## config.mk

```make
export PLATFORM = sky130hd
export DESIGN_NAME = usb_ep_regs
export DESIGN_NICKNAME = d
export VERILOG_FILES = /design/src/usb_ep_pkg.sv /design/src/usb_ep_regs.sv
export SDC_FILE = /design/constraint.sdc
export NUM_CORES = 1
export LEC_CHECK = 0
export ABC_CLOCK_PERIOD_IN_PS = 1900
export BUFFER_PORTS_ARGS = -buffer_cell sky130_fd_sc_hd__buf_4
export CAP_MARGIN = 0
export CORE_MARGIN = 2
export CORE_UTILIZATION = 51
export CTS_CLUSTER_SIZE = 24
export DETAILED_ROUTE_END_ITERATION = 16
export GPL_ROUTABILITY_DRIVEN = 0
export PLACE_DENSITY = 0.87
export SYNTH_ARGS = -nofsm -noshare
export SYNTH_HDL_FRONTEND = slang
export SYNTH_SLANG_ARGS = --single-unit
```

## constraint.sdc

```tcl
create_clock -name pclk -period 1.9 [get_ports pclk]
set_input_delay 0 -clock pclk [delete_from_list [all_inputs] [get_ports pclk]]
set_output_delay 0 -clock pclk [all_outputs]
set_load 0.05 [all_outputs]
```

## src/usb_ep_pkg.sv

```systemverilog
// Purpose: Shared constants for the endpoint register block
// Assumes: 32-bit APB data, byte addresses in an 8-bit window
// Notes:   Endpoint register n sits at 4*n
package usb_ep_pkg;
    localparam int          NUM_EP           = 8;
    localparam logic [7:0]  OFF_EP_BASE      = 8'h00;
    localparam logic [7:0]  OFF_EP_LAST      = 8'h1c;
    localparam logic [7:0]  OFF_MAIN_CTRL    = 8'h44;
    localparam logic [7:0]  OFF_BUF_TABLE    = 8'h50;
    localparam logic [7:0]  OFF_FRAME_PULSE  = 8'h60;

    // Endpoint register fields
    localparam int          EP_RX_DONE_BIT   = 15;
    localparam int          EP_RX_TOGGLE_BIT = 14;
    localparam int          EP_RX_STATE_HI   = 13;
    localparam int          EP_RX_STATE_LO   = 12;
    localparam int          EP_TYPE_HI       = 10;
    localparam int          EP_TYPE_LO       = 9;
    localparam int          EP_KIND_BIT      = 8;
    localparam int          EP_TX_DONE_BIT   = 7;
    localparam int          EP_NUMBER_HI     = 3;
    localparam logic [15:0] EP_RESET         = 16'h0000;

    // Buffer table base: bits 15:3 stored, 2:0 read zero
    localparam int          BUF_TABLE_LO     = 3;
    localparam logic [15:0] BUF_TABLE_RESET  = 16'h0000;

    // Frame pulse / pull-up control
    localparam int          FRAME_OUT_EN_BIT = 0;
    localparam int          PULLUP_DIS_BIT   = 1;
    localparam logic [1:0]  FRAME_CTRL_RESET = 2'h0;

    // Main control
    localparam int          FORCE_RESET_BIT  = 0;
    localparam int          IRQ_EN_BIT       = 1;
    localparam logic [1:0]  MAIN_CTRL_RESET  = 2'h0;

    // Descriptor entry: 8 bytes per endpoint
    localparam int          DESC_SHIFT       = 3;

    typedef enum logic [1:0] {
        EP_BULK,
        EP_CONTROL,
        EP_ISO,
        EP_INTERRUPT
    } ep_type_e;

    typedef enum logic [1:0] {
        RX_DISABLED,
        RX_STALL,
        RX_NAK,
        RX_VALID
    } rx_state_e;

    typedef enum logic [1:0] {
        TXN_OUT,
        TXN_SETUP,
        TXN_IN,
        TXN_NONE
    } txn_kind_e;
endpackage

```

## src/usb_ep_regs.sv

```systemverilog
// Purpose: Endpoint control/status, buffer table base and frame/pull-up control over APB
// Assumes: Link logic and packet memory on pclk; bus reset already synchronised
// Notes:   One APB wait state on every access
//
// Function
// - Table base kept in bits 15:3; table aligned to eight bytes.
// - A transaction start while no fetch is waiting fetches the addressed endpoint's table entry from packet memory.
// - Base register bits 2:0 always read zero.
// - Control bit 1 set disables the D+ pull-up, clear enables it.
// - Control bit 0 set passes the frame pulse to the pins.
// - Eight endpoints, each with its own control/status register.
// - Bus reset or force reset clears endpoint fields except both done flags.
// - Good OUT/SETUP sets receive done; writing zero clears, one keeps.
// - Done flag with interrupt enable raises the interrupt output.
// - NAK or STALL ended transactions never set receive done.
// - Non-iso receive toggle inverts after a correct acknowledged packet.
// - SETUP on a control endpoint sets the receive toggle to one.
// - Receive toggle picks the buffer of a double-buffered endpoint.
// - Iso endpoints invert the toggle at packet end with no handshake.
// - Software write of one inverts the receive toggle, zero keeps.
// - Bits 13:12 report the endpoint receive state.
// - Endpoint registers span offsets 0x00 to 0x1c.
// - Good OUT/SETUP moves a non-iso receive state to NAK.
// - Iso receive state is left alone after a transaction.
// - Good IN sets transmit done; writing zero clears it.
`timescale 1ns/1ps
module usb_ep_regs (
    input  wire logic        pclk,
    input  wire logic        presetn,
    input  wire logic        clk_en,
    input  wire logic        psel,
    input  wire logic        penable,
    input  wire logic        pwrite,
    input  wire logic [7:0]  paddr,
    input  wire logic [31:0] pwdata,
    output logic      [31:0] prdata,
    output logic             pready,
    output logic             pslverr,
    input  wire logic        usb_bus_reset,
    input  wire logic        frame_start,
    input  wire logic        txn_start,
    input  wire logic [2:0]  txn_ep,
    input  wire logic        txn_end,
    input  wire logic [2:0]  txn_end_ep,
    input  wire logic [1:0]  txn_kind,
    input  wire logic        txn_ok,
    output logic             mem_req,
    output logic      [15:0] mem_addr,
    input  wire logic        mem_ack,
    input  wire logic [31:0] mem_rdata,
    output logic      [15:0] buf_start,
    output logic      [15:0] buf_size,
    output logic             rx_buf_sel,
    output logic             desc_valid,
    output logic             frame_pulse_out,
    output logic             dplus_pullup_en,
    output logic             xfer_done_irq
);
    localparam int N = usb_ep_pkg::NUM_EP;

    typedef enum logic [1:0] {
        F_IDLE,
        F_WAIT,
        F_DONE
    } fetch_e;

    // APB state
    logic        pready_r,  pready_nxt;
    logic        pslverr_r, pslverr_nxt;
    logic [31:0] prdata_r,  prdata_nxt;

    // Endpoint fields
    logic [N-1:0] rx_done_r,   rx_done_nxt;
    logic [N-1:0] tx_done_r,   tx_done_nxt;
    logic [N-1:0] rx_toggle_r, rx_toggle_nxt;
    logic [1:0]   rx_state_r   [N],
                  rx_state_nxt [N];
    logic [1:0]   ep_type_r    [N],
                  ep_type_nxt  [N];
    logic [N-1:0] ep_kind_r,   ep_kind_nxt;
    logic [3:0]   ep_num_r     [N],
                  ep_num_nxt   [N];

    // Global registers
    logic [15:3] buf_base_r,  buf_base_nxt;
    logic [1:0]  frame_ctrl_r, frame_ctrl_nxt;
    logic [1:0]  main_ctrl_r,  main_ctrl_nxt;

    // Descriptor fetch
    fetch_e      fetch_r, fetch_nxt;
    logic [2:0]  fetch_ep_r, fetch_ep_nxt;
    logic        mem_req_r, mem_req_nxt;
    logic [15:0] mem_addr_r, mem_addr_nxt;
    logic [15:0] buf_start_r, buf_start_nxt;
    logic [15:0] buf_size_r, buf_size_nxt;
    logic        rx_buf_sel_r, rx_buf_sel_nxt;
    logic        desc_valid_r, desc_valid_nxt;

    // Pin-facing outputs
    logic        frame_pulse_r, frame_pulse_nxt;
    logic        pullup_en_r,   pullup_en_nxt;
    logic        irq_r,         irq_nxt;

    logic        setup_ph;
    logic        wr_fire;
    logic        ep_hit;
    logic [2:0]  ep_idx;
    logic        ep_soft_reset;

    assign setup_ph      = psel && penable && !pready_r;
    assign wr_fire       = psel && penable && pready_r && pwrite;
    assign ep_hit        = (paddr <= usb_ep_pkg::OFF_EP_LAST) && (paddr[1:0] == 2'h0);
    assign ep_idx        = paddr[4:2];
    assign ep_soft_reset = usb_bus_reset || main_ctrl_r[usb_ep_pkg::FORCE_RESET_BIT];

    // APB slave: answer one cycle into the access phase
    always_comb begin
        logic [15:0] rd;
        logic        hit;
        rd          = 16'h0000;
        hit         = 1'b1;
        pready_nxt  = setup_ph;
        pslverr_nxt = 1'b0;
        prdata_nxt  = prdata_r;
        if (ep_hit) begin
            rd[usb_ep_pkg::EP_RX_DONE_BIT]   = rx_done_r[ep_idx];
            rd[usb_ep_pkg::EP_RX_TOGGLE_BIT] = rx_toggle_r[ep_idx];
            rd[usb_ep_pkg::EP_RX_STATE_HI:usb_ep_pkg::EP_RX_STATE_LO] = rx_state_r[ep_idx];
            rd[usb_ep_pkg::EP_TYPE_HI:usb_ep_pkg::EP_TYPE_LO] = ep_type_r[ep_idx];
            rd[usb_ep_pkg::EP_KIND_BIT]      = ep_kind_r[ep_idx];
            rd[usb_ep_pkg::EP_TX_DONE_BIT]   = tx_done_r[ep_idx];
            rd[usb_ep_pkg::EP_NUMBER_HI:0]   = ep_num_r[ep_idx];
        end else if (paddr == usb_ep_pkg::OFF_BUF_TABLE) begin
            rd = {buf_base_r, 3'h0};
        end else if (paddr == usb_ep_pkg::OFF_FRAME_PULSE) begin
            rd = {14'h0000, frame_ctrl_r};
        end else if (paddr == usb_ep_pkg::OFF_MAIN_CTRL) begin
            rd = {14'h0000, main_ctrl_r};
        end else begin
            hit = 1'b0;
        end
        if (setup_ph) begin
            prdata_nxt  = pwrite ? 32'h0000_0000 : {16'h0000, rd};
            pslverr_nxt = !hit;
        end
    end

    always_ff @(posedge pclk or negedge presetn) begin
        if (!presetn) begin
            pready_r  <= 1'b0;
            pslverr_r <= 1'b0;
            prdata_r  <= 32'h0000_0000;
        end else if (clk_en) begin
            pready_r  <= pready_nxt;
            pslverr_r <= pslverr_nxt;
            prdata_r  <= prdata_nxt;
        end
    end

    // Global registers
    always_comb begin
        buf_base_nxt   = buf_base_r;
        frame_ctrl_nxt = frame_ctrl_r;
        main_ctrl_nxt  = main_ctrl_r;
        if (wr_fire) begin
            if (paddr == usb_ep_pkg::OFF_BUF_TABLE) begin
                buf_base_nxt = pwdata[15:usb_ep_pkg::BUF_TABLE_LO];
            end
            if (paddr == usb_ep_pkg::OFF_FRAME_PULSE) begin
                frame_ctrl_nxt = pwdata[1:0];
            end
            if (paddr == usb_ep_pkg::OFF_MAIN_CTRL) begin
                main_ctrl_nxt = pwdata[1:0];
            end
        end
    end

    always_ff @(posedge pclk or negedge presetn) begin
        if (!presetn) begin
            buf_base_r   <= usb_ep_pkg::BUF_TABLE_RESET[15:3];
            frame_ctrl_r <= usb_ep_pkg::FRAME_CTRL_RESET;
            main_ctrl_r  <= usb_ep_pkg::MAIN_CTRL_RESET;
        end else if (clk_en) begin
            buf_base_r   <= buf_base_nxt;
            frame_ctrl_r <= frame_ctrl_nxt;
            main_ctrl_r  <= main_ctrl_nxt;
        end
    end

    // Endpoint registers: write and link event merge in one cycle
    always_comb begin
        logic wr_ep;
        logic ev_rx;
        logic ev_in;
        logic is_iso;
        logic is_ctrl;
        wr_ep   = 1'b0;
        ev_rx   = 1'b0;
        ev_in   = 1'b0;
        is_iso  = 1'b0;
        is_ctrl = 1'b0;
        rx_done_nxt   = rx_done_r;
        tx_done_nxt   = tx_done_r;
        rx_toggle_nxt = rx_toggle_r;
        ep_kind_nxt   = ep_kind_r;
        for (int i = 0; i < N; i++) begin
            rx_state_nxt[i] = rx_state_r[i];
            ep_type_nxt[i]  = ep_type_r[i];
            ep_num_nxt[i]   = ep_num_r[i];
            wr_ep   = wr_fire && ep_hit && (ep_idx == i[2:0]);
            ev_rx   = txn_end && txn_ok && (txn_end_ep == i[2:0]) &&
                      (txn_kind == usb_ep_pkg::TXN_OUT || txn_kind == usb_ep_pkg::TXN_SETUP);
            ev_in   = txn_end && txn_ok && (txn_end_ep == i[2:0]) && (txn_kind == usb_ep_pkg::TXN_IN);
            is_iso  = ep_type_r[i] == usb_ep_pkg::EP_ISO;
            is_ctrl = ep_type_r[i] == usb_ep_pkg::EP_CONTROL;
            if (wr_ep) begin
                // Zero clears; a set below wins
                if (!pwdata[usb_ep_pkg::EP_RX_DONE_BIT]) begin
                    rx_done_nxt[i] = 1'b0;
                end
                if (!pwdata[usb_ep_pkg::EP_TX_DONE_BIT]) begin
                    tx_done_nxt[i] = 1'b0;
                end
                rx_toggle_nxt[i] = rx_toggle_r[i] ^ pwdata[usb_ep_pkg::EP_RX_TOGGLE_BIT];
                rx_state_nxt[i]  = rx_state_r[i] ^
                                   pwdata[usb_ep_pkg::EP_RX_STATE_HI:usb_ep_pkg::EP_RX_STATE_LO];
                ep_type_nxt[i]   = pwdata[usb_ep_pkg::EP_TYPE_HI:usb_ep_pkg::EP_TYPE_LO];
                ep_kind_nxt[i]   = pwdata[usb_ep_pkg::EP_KIND_BIT];
                ep_num_nxt[i]    = pwdata[usb_ep_pkg::EP_NUMBER_HI:0];
            end
            if (ev_rx) begin
                rx_done_nxt[i] = 1'b1;
                if (is_iso) begin
                    // No handshake on iso, flip at packet end
                    rx_toggle_nxt[i] = !rx_toggle_nxt[i];
                end else begin
                    if (is_ctrl && txn_kind == usb_ep_pkg::TXN_SETUP) begin
                        // Cleared on SETUP, then advanced by its ACK
                        rx_toggle_nxt[i] = 1'b1;
                    end else begin
                        rx_toggle_nxt[i] = !rx_toggle_nxt[i];
                    end
                    rx_state_nxt[i] = usb_ep_pkg::RX_NAK;
                end
                // Iso state left as software set it
            end
            if (ev_in) begin
                tx_done_nxt[i] = 1'b1;
            end
            if (ep_soft_reset) begin
                // Done flags survive so pending work is not lost
                rx_toggle_nxt[i] = 1'b0;
                rx_state_nxt[i]  = usb_ep_pkg::EP_RESET[13:12];
                ep_type_nxt[i]   = usb_ep_pkg::EP_RESET[10:9];
                ep_kind_nxt[i]   = 1'b0;
                ep_num_nxt[i]    = usb_ep_pkg::EP_RESET[3:0];
            end
        end
    end

    always_ff @(posedge pclk or negedge presetn) begin
        if (!presetn) begin
            rx_done_r   <= '0;
            tx_done_r   <= '0;
            rx_toggle_r <= '0;
            ep_kind_r   <= '0;
            for (int i = 0; i < N; i++) begin
                rx_state_r[i] <= usb_ep_pkg::EP_RESET[13:12];
                ep_type_r[i]  <= usb_ep_pkg::EP_RESET[10:9];
                ep_num_r[i]   <= usb_ep_pkg::EP_RESET[3:0];
            end
        end else if (clk_en) begin
            rx_done_r   <= rx_done_nxt;
            tx_done_r   <= tx_done_nxt;
            rx_toggle_r <= rx_toggle_nxt;
            ep_kind_r   <= ep_kind_nxt;
            for (int i = 0; i < N; i++) begin
                rx_state_r[i] <= rx_state_nxt[i];
                ep_type_r[i]  <= ep_type_nxt[i];
                ep_num_r[i]   <= ep_num_nxt[i];
            end
        end
    end

    // Descriptor fetch; a start during a fetch is dropped
    always_comb begin
        fetch_nxt      = fetch_r;
        fetch_ep_nxt   = fetch_ep_r;
        mem_req_nxt    = mem_req_r;
        mem_addr_nxt   = mem_addr_r;
        buf_start_nxt  = buf_start_r;
        buf_size_nxt   = buf_size_r;
        rx_buf_sel_nxt = rx_buf_sel_r;
        desc_valid_nxt = desc_valid_r;
        case (fetch_r)
            F_IDLE, F_DONE: begin
                if (txn_start) begin
                    fetch_nxt      = F_WAIT;
                    fetch_ep_nxt   = txn_ep;
                    mem_req_nxt    = 1'b1;
                    mem_addr_nxt   = {buf_base_r, 3'h0} + {10'h000, txn_ep, 3'h0};
                    desc_valid_nxt = 1'b0;
                end
            end
            F_WAIT: begin
                if (mem_ack) begin
                    fetch_nxt      = F_DONE;
                    mem_req_nxt    = 1'b0;
                    buf_start_nxt  = mem_rdata[15:0];
                    buf_size_nxt   = mem_rdata[31:16];
                    rx_buf_sel_nxt = rx_toggle_r[fetch_ep_r];
                    desc_valid_nxt = 1'b1;
                end
            end
            default: begin
                fetch_nxt   = F_IDLE;
                mem_req_nxt = 1'b0;
            end
        endcase
    end

    always_ff @(posedge pclk or negedge presetn) begin
        if (!presetn) begin
            fetch_r      <= F_IDLE;
            fetch_ep_r   <= 3'h0;
            mem_req_r    <= 1'b0;
            mem_addr_r   <= 16'h0000;
            buf_start_r  <= 16'h0000;
            buf_size_r   <= 16'h0000;
            rx_buf_sel_r <= 1'b0;
            desc_valid_r <= 1'b0;
        end else if (clk_en) begin
            fetch_r      <= fetch_nxt;
            fetch_ep_r   <= fetch_ep_nxt;
            mem_req_r    <= mem_req_nxt;
            mem_addr_r   <= mem_addr_nxt;
            buf_start_r  <= buf_start_nxt;
            buf_size_r   <= buf_size_nxt;
            rx_buf_sel_r <= rx_buf_sel_nxt;
            desc_valid_r <= desc_valid_nxt;
        end
    end

    // Pin-facing outputs, one register stage
    always_comb begin
        frame_pulse_nxt = frame_start && frame_ctrl_r[usb_ep_pkg::FRAME_OUT_EN_BIT];
        pullup_en_nxt   = !frame_ctrl_r[usb_ep_pkg::PULLUP_DIS_BIT];
        irq_nxt         = main_ctrl_r[usb_ep_pkg::IRQ_EN_BIT] && (|(rx_done_r | tx_done_r));
    end

    always_ff @(posedge pclk or negedge presetn) begin
        if (!presetn) begin
            frame_pulse_r <= 1'b0;
            pullup_en_r   <= 1'b0;
            irq_r         <= 1'b0;
        end else if (clk_en) begin
            frame_pulse_r <= frame_pulse_nxt;
            pullup_en_r   <= pullup_en_nxt;
            irq_r         <= irq_nxt;
        end
    end

    assign prdata          = prdata_r;
    assign pready          = pready_r;
    assign pslverr         = pslverr_r;
    assign mem_req         = mem_req_r;
    assign mem_addr        = mem_addr_r;
    assign buf_start       = buf_start_r;
    assign buf_size        = buf_size_r;
    assign rx_buf_sel      = rx_buf_sel_r;
    assign desc_valid      = desc_valid_r;
    assign frame_pulse_out = frame_pulse_r;
    assign dplus_pullup_en = pullup_en_r;
    assign xfer_done_irq   = irq_r;
endmodule

```

== Yosys cells after proc, flatten, opt, wreduce, memory -nomap -nowiden ==
Index checks and enable logic that the tools add are counted.

* Flip-flop bits (word level): 206
* Bits in latches: 0
* Bits in writable memories: 0
* ROM bits: 0
* Input bits: 92
* Output and inout port bits: 88
* Memories: 0

* Add/sub/neg operators: 1
* Multipliers: 0
* Div/mod/pow operators: 0
* Order comparisons: 4
* Eq/ne operators: 55
* Shift operators: 0
* Muxes and demuxes: 196
* Bitwise logic cells: 18
* Reductions and logical operators: 126

{| class="wikitable"
|+ Operator list
! cell !! count
|-
| 2-bit two-way mux || 56
|-
| 1-bit two-way mux || 105
|-
| 4-bit two-way mux || 21
|-
| 3-bit AND reduction || 22
|-
| 2-bit nonzero test || 25
|-
| 1-bit logical AND || 49
|-
| 16-bit two-way mux || 2
|-
| 2-bit by 1-bit inequality test with 1-bit output (second input constant) || 16
|-
| 3-bit equality test (second input constant) || 8
|-
| 8-bit by 7-bit equality test with 1-bit output (second input constant) || 3
|-
| 2-bit by 1-bit equality test with 1-bit output (second input constant) || 10
|-
| 2-bit equality test (second input constant) || 10
|-
| 2-bit AND reduction || 9
|-
| 16-bit by 6-bit adder with 16-bit output || 1
|-
| 2-bit bitwise XOR || 8
|-
| 1-bit binary-select mux with 3-bit select || 5
|-
| 2-bit binary-select mux with 3-bit select || 2
|-
| 4-bit binary-select mux with 3-bit select || 1
|-
| 3-bit by 2-bit equality test with 1-bit output (second input constant) || 4
|-
| 1-bit logical NOT || 11
|-
| 8-bit by 5-bit <= comparator with 1-bit output (second input constant) || 1
|-
| 3-bit by 4-bit < comparator with 1-bit output (second input constant) || 2
|-
| 8-bit OR || 1
|-
| 8-bit OR reduction || 1
|-
| other kinds (13) || 27
|}

== Depth between registers and ports, before layout ==
* Word-level depth: 11
* Mapped depth: 7

== Worst setup path after synthesis ==
OpenSTA, ideal clock, no wires.

* Path type: register to register
* Start: register pready_r (netlist: pready)
* End: register ep_kind_r[2]
* Setup time: 0.128 ns
* Arrival time: 2.130 ns
* Required time: 1.772 ns
* Setup slack: -0.358 ns
* Cell stages (with the launch flop): 6
* Cells stage by stage: dfrtp_1 nand4_1 buf_6 nor4_4 o21ai_4 mux2_1

* Word-level cells in the longest chain between the ends: 6

{| class="wikitable"
|+ Ends and longest elaborated chain
! item !! RTL line !! text
|-
| from (decl) || usb_ep_regs.sv:68 || <nowiki>logic pready_r, pready_nxt;</nowiki>
|-
| from (signal assigned) || usb_ep_regs.sv:154 || <nowiki>pready_r <= pready_nxt;</nowiki>
|-
| 1-bit logical AND (2 in series) || usb_ep_regs.sv:111 || <nowiki>assign wr_fire = psel && penable && pready_r && pwrite;</nowiki>
|-
| 1-bit logical AND (2 in series) || usb_ep_regs.sv:210 || <nowiki>wr_ep = wr_fire && ep_hit && (ep_idx == i[2:0]);</nowiki>
|-
| 2-bit nonzero test (no line) || n/a ||
|-
| 2-bit AND reduction (no line) || n/a ||
|-
| to (signal assigned) || usb_ep_regs.sv:276 || <nowiki>ep_kind_r <= ep_kind_nxt;</nowiki>
|-
| to (decl) || usb_ep_regs.sv:80 || <nowiki>logic [N-1:0] ep_kind_r, ep_kind_nxt;</nowiki>
|}

No other way between the ends.
A chain may end at the register's enable or synchronous reset.

== Worst setup path in the final report ==
* Start: register buf_base_r[3] (netlist bit)
* End: register mem_addr_r[15] (netlist: mem_addr[15])

* Word-level cells in the longest chain between the ends: 1

{| class="wikitable"
|+ Ends and longest elaborated chain
! item !! RTL line !! text
|-
| from (decl) || usb_ep_regs.sv:85 || <nowiki>logic [15:3] buf_base_r, buf_base_nxt;</nowiki>
|-
| from (signal assigned) || usb_ep_regs.sv:180 || <nowiki>buf_base_r <= usb_ep_pkg::BUF_TABLE_RESET[15:3];</nowiki>
|-
| from (signal assigned) || usb_ep_regs.sv:184 || <nowiki>buf_base_r <= buf_base_nxt;</nowiki>
|-
| 16-bit by 6-bit adder with 16-bit output || usb_ep_regs.sv:301 || <nowiki>mem_addr_nxt = {buf_base_r, 3'h0} + {10'h000, txn_ep, 3'h0};</nowiki>
|-
| to (signal assigned) || usb_ep_regs.sv:336 || <nowiki>mem_addr_r <= mem_addr_nxt;</nowiki>
|-
| to (decl) || usb_ep_regs.sv:93 || <nowiki>logic [15:0] mem_addr_r, mem_addr_nxt;</nowiki>
|}

No other way between the ends.

==> flow_summary_export.csv <==
group,metric,value,unit
finish,diodes,0,
grt,grt_usage,32.1,%
critical_path,critPathCaptureType,"flop",
synth,ys_seq_area_share,46.5,%
run,drv_cap,0,
detailed_routing,wl,33700,um
grt,grt_max_degree,56,
sta,slew-limit-headroom,55.4,%
floorplanning,fp-row-count,51,
power,max-vdd-ir-drop,0.530,mV
detailed_routing,drt-pass1-iter-count,5,
outcome,failed_checks,"setup timing",
floorplanning,die_y,144,um
synth,avgSynthCellArea,11.5,um2
critical_path,worst-setup-path-type,"flop to flop",
detailed_routing,met3WireLength,3560,um
synth,synth.cell_area,0.0100,mm2
finish,syn_to_final_growth,29.8,%
grt,grt_pass1_vias,8803,
power,power_density,990,mW/mm2
sta,worstMarginPinSlew,667,ps
finish,post-route-util,67.1,%
sta,rsz0062_at_grt,"yes",
synth,yosysWarnings,0,
floorplanning,die_x,144,um
detailed_routing,viasPerCell,6.54,
detailed_routing,drc,0,
hold_path,hold_path.class,"input pin to flop",
detailed_routing,drt_iter0_markers,1155,
outcome,outcome,"complete, but fails checks",
floorplanning,dieArea,0.0208,mm2
sta,clock_skew,13.4,ps
finish,drive_gt1_share,34.3,%
sta,setup_viol,3,
power,leakagePower,5.73,nW
critical_path,crit_path_cell_trace,"ha_2 -> inv_2 -> fa_2 -> nor2b_2 -> o211ai_1 -> or3_1 -> a31oi_1",
detailed_routing,vias,8939,
finish,register_area,0.00466,mm2
finish,nFillCells,1219,
synth,ys_async_sr_fraction,100,%
sta,hold_slack,27.8,ps
grt,grt_overflow,0,
sta,hold_viol_final,0,
clocking,clockBufferDepth,2,
synth,synthTopCellsByArea,"dfrtp_1, mux2_2, mux4_2",
placed_design,pre_cts_ws,-26.7,ps
floorplanning,io_pins,180,
detailed_routing,wire_per_inst,24.7,um
placed_design,hpwl,20000,um
detailed_routing,wirelength_met1,11600,um
critical_path,max_stage_delay,390,ps
sta,setup_ws,-45.1,ps
synth,synth_top_cells_by_count,"dfrtp_1, mux2_2, nand2_1",
grt,grt_pass1_wl,49900,um
grt,grt_antenna_before_repair,0,
sta,period_share,102,%
detailed_routing,antenna_left,0,
synth,synth_cells,868,
critical_path,crit_fanout,2,
floorplanning,start_util,51.7,%
clocking,cts_buffers,17,
synth,synth_edf_count,0,
sta,max_freq,0.514,GHz
synth,synth.top_cell.area_share,46.5,%
clocking,cts_tree,"built",
synth,post-synth-top-count-cell,"dfrtp_1",
synth,synth_seq_cells,186,
finish,multi_input_area,0.00503,mm2
synth,synthFlopType,"dfrtp_1",
sta,tns,-63.9,ps
synth,synth_cell_types,66,
synth,synth_top_cell_by_area,"dfrtp_1",
sta,fin_crit,1950,ps
clocking,htree_levels,4,
clocking,root_buffer,"clkbuf_16",
finish,fin_nets,1185,
placed_design,portBuffers,144,
critical_path,worstPathArrival,2310,ps
clocking,cts.sinks,186,
detailed_routing,routed.top_layer,"met4",
critical_path,crit_slowest_cell,"dfrtp_1",
clocking,clkLatencyLatePin,450,ps
critical_path,start_kind,"flop",
clocking,clkTransAtPathRegs,80,ps
sta,drv_slew,0,
detailed_routing,route.met2.wl,15900,um
critical_path,cp.required,2270,ps
floorplanning,core_area,0.0193,mm2
[sequential cells by signal, summed over array words and instances (netlist names), 2 cells and up]
register and flops:
tx_done_r 8, mem_addr 13, prdata 16, fetch_ep_r 3, rx_done_r 8, ep_kind_r 8
frame_ctrl_r 2, main_ctrl_r 2, buf_base_r 13, rx_state_r 16, buf_size 16, rx_toggle_r 8
buf_start 16, fetch_r 2, ep_type_r 16, ep_num_r 32
[layer usage]
metal,vias to the layer above,global-route usage (%)
met1,4389,38.4
met5,-,0
met3,191,8.34
li1,3676,-
met4,0,23.8
met2,683,50.1
[logic make-up after synthesis]
family,share of synthesized area (%)
AND/OR/NAND/NOR,17.8
flip-flops,46.5
adder cells (fa/ha/maj),0.575
other,0.0375
AO/OA/AOI/OAI,10.5
XOR/XNOR,0.700
multiplexers,19.1
buffers and inverters,4.80
[power breakdown]
| group | total [mW] | switching (mW) | internal, mW |
|---|---|---|---|
| clock network | 3.67 | 1.73 | 1.94 |
| registers | 5.12 | 0.537 | 4.58 |
| logic | 4.06 | 2.61 | 1.45 |
| total | 12.9 | 4.88 | 7.97 |
[area by class of cell]
cell class / instances / share of cell area [%]
multi-input cells: 607 / 38.7
flip-flops and latches: 186 / 35.9
repair buffers: 267 / 17.9
clock buffers: 19 / 3.49
well taps: 265 / 2.55
clock inverters: 13 / 1.16
inverters: 10 / 0.289
[cells in the final DEF (no fill, tap or decap), types with 10 or more instances in the layout]
cell type,instances
conb_1,19
buf_4,189
clkbuf_16,17
nand4_1,13
buf_12,12
nor2_1,17
dlygate4sd3_1,64
nand2_1,69
nor2b_1,12
dfrtp_1,184
and2_1,10
o211ai_1,10
nand2b_1,13
mux2_2,72
a31oi_1,18
or4_1,13
mux4_2,26
nor4_1,13
o21ai_0,52
nor3_1,17
nand3_1,12
nor4bb_1,19
mux2i_1,14
a21oi_1,11
mux2_1,31
[path summary, 6_finish.rpt]
kind | start | end | slack (ps) | cells past startpoint
setup / recovery | buf_base_r[3] | mem_addr[15] | -50 | 7
hold / removal | txn_kind[1] | tx_done_r[0] | 30 | 4
setup reg to reg | buf_base_r[3] | mem_addr[15] | -50 | 7
hold reg to reg | ep_num_r[14] | ep_num_r[14] | 490 | 1
max in group asynchronous | presetn | ep_type_r[7] | 1120 | 3
min in group asynchronous | presetn | ep_kind_r[3] | 70 | 2
[repair_timing]
item	in CTS	in global routing
resized for setup	4	15
cloned	0	0
hold endpoints to repair	243	0
setup buffers	2	1
hold buffers	64	0
pin swaps	2	4
setup endpoints to repair	7	17
[worst max-delay path, delay by kind of cell (launching register included)]
family	cells	cell delay (ps)
buf+inv	1	50
simple gates	2	520
fa+ha+maj	2	570
compound gates	2	340
flops	1	390
[stage by stage]
stage,area [um2],instances,power [mW]
floorplan,10100,886,7.54
global placement,11700,1268,8.71
detailed placement,11700,1268,8.85
CTS,12900,1366,12.5
global route,13000,1367,13.2
finish,13000,1367,12.9
(Power assumes the default switching activity.)
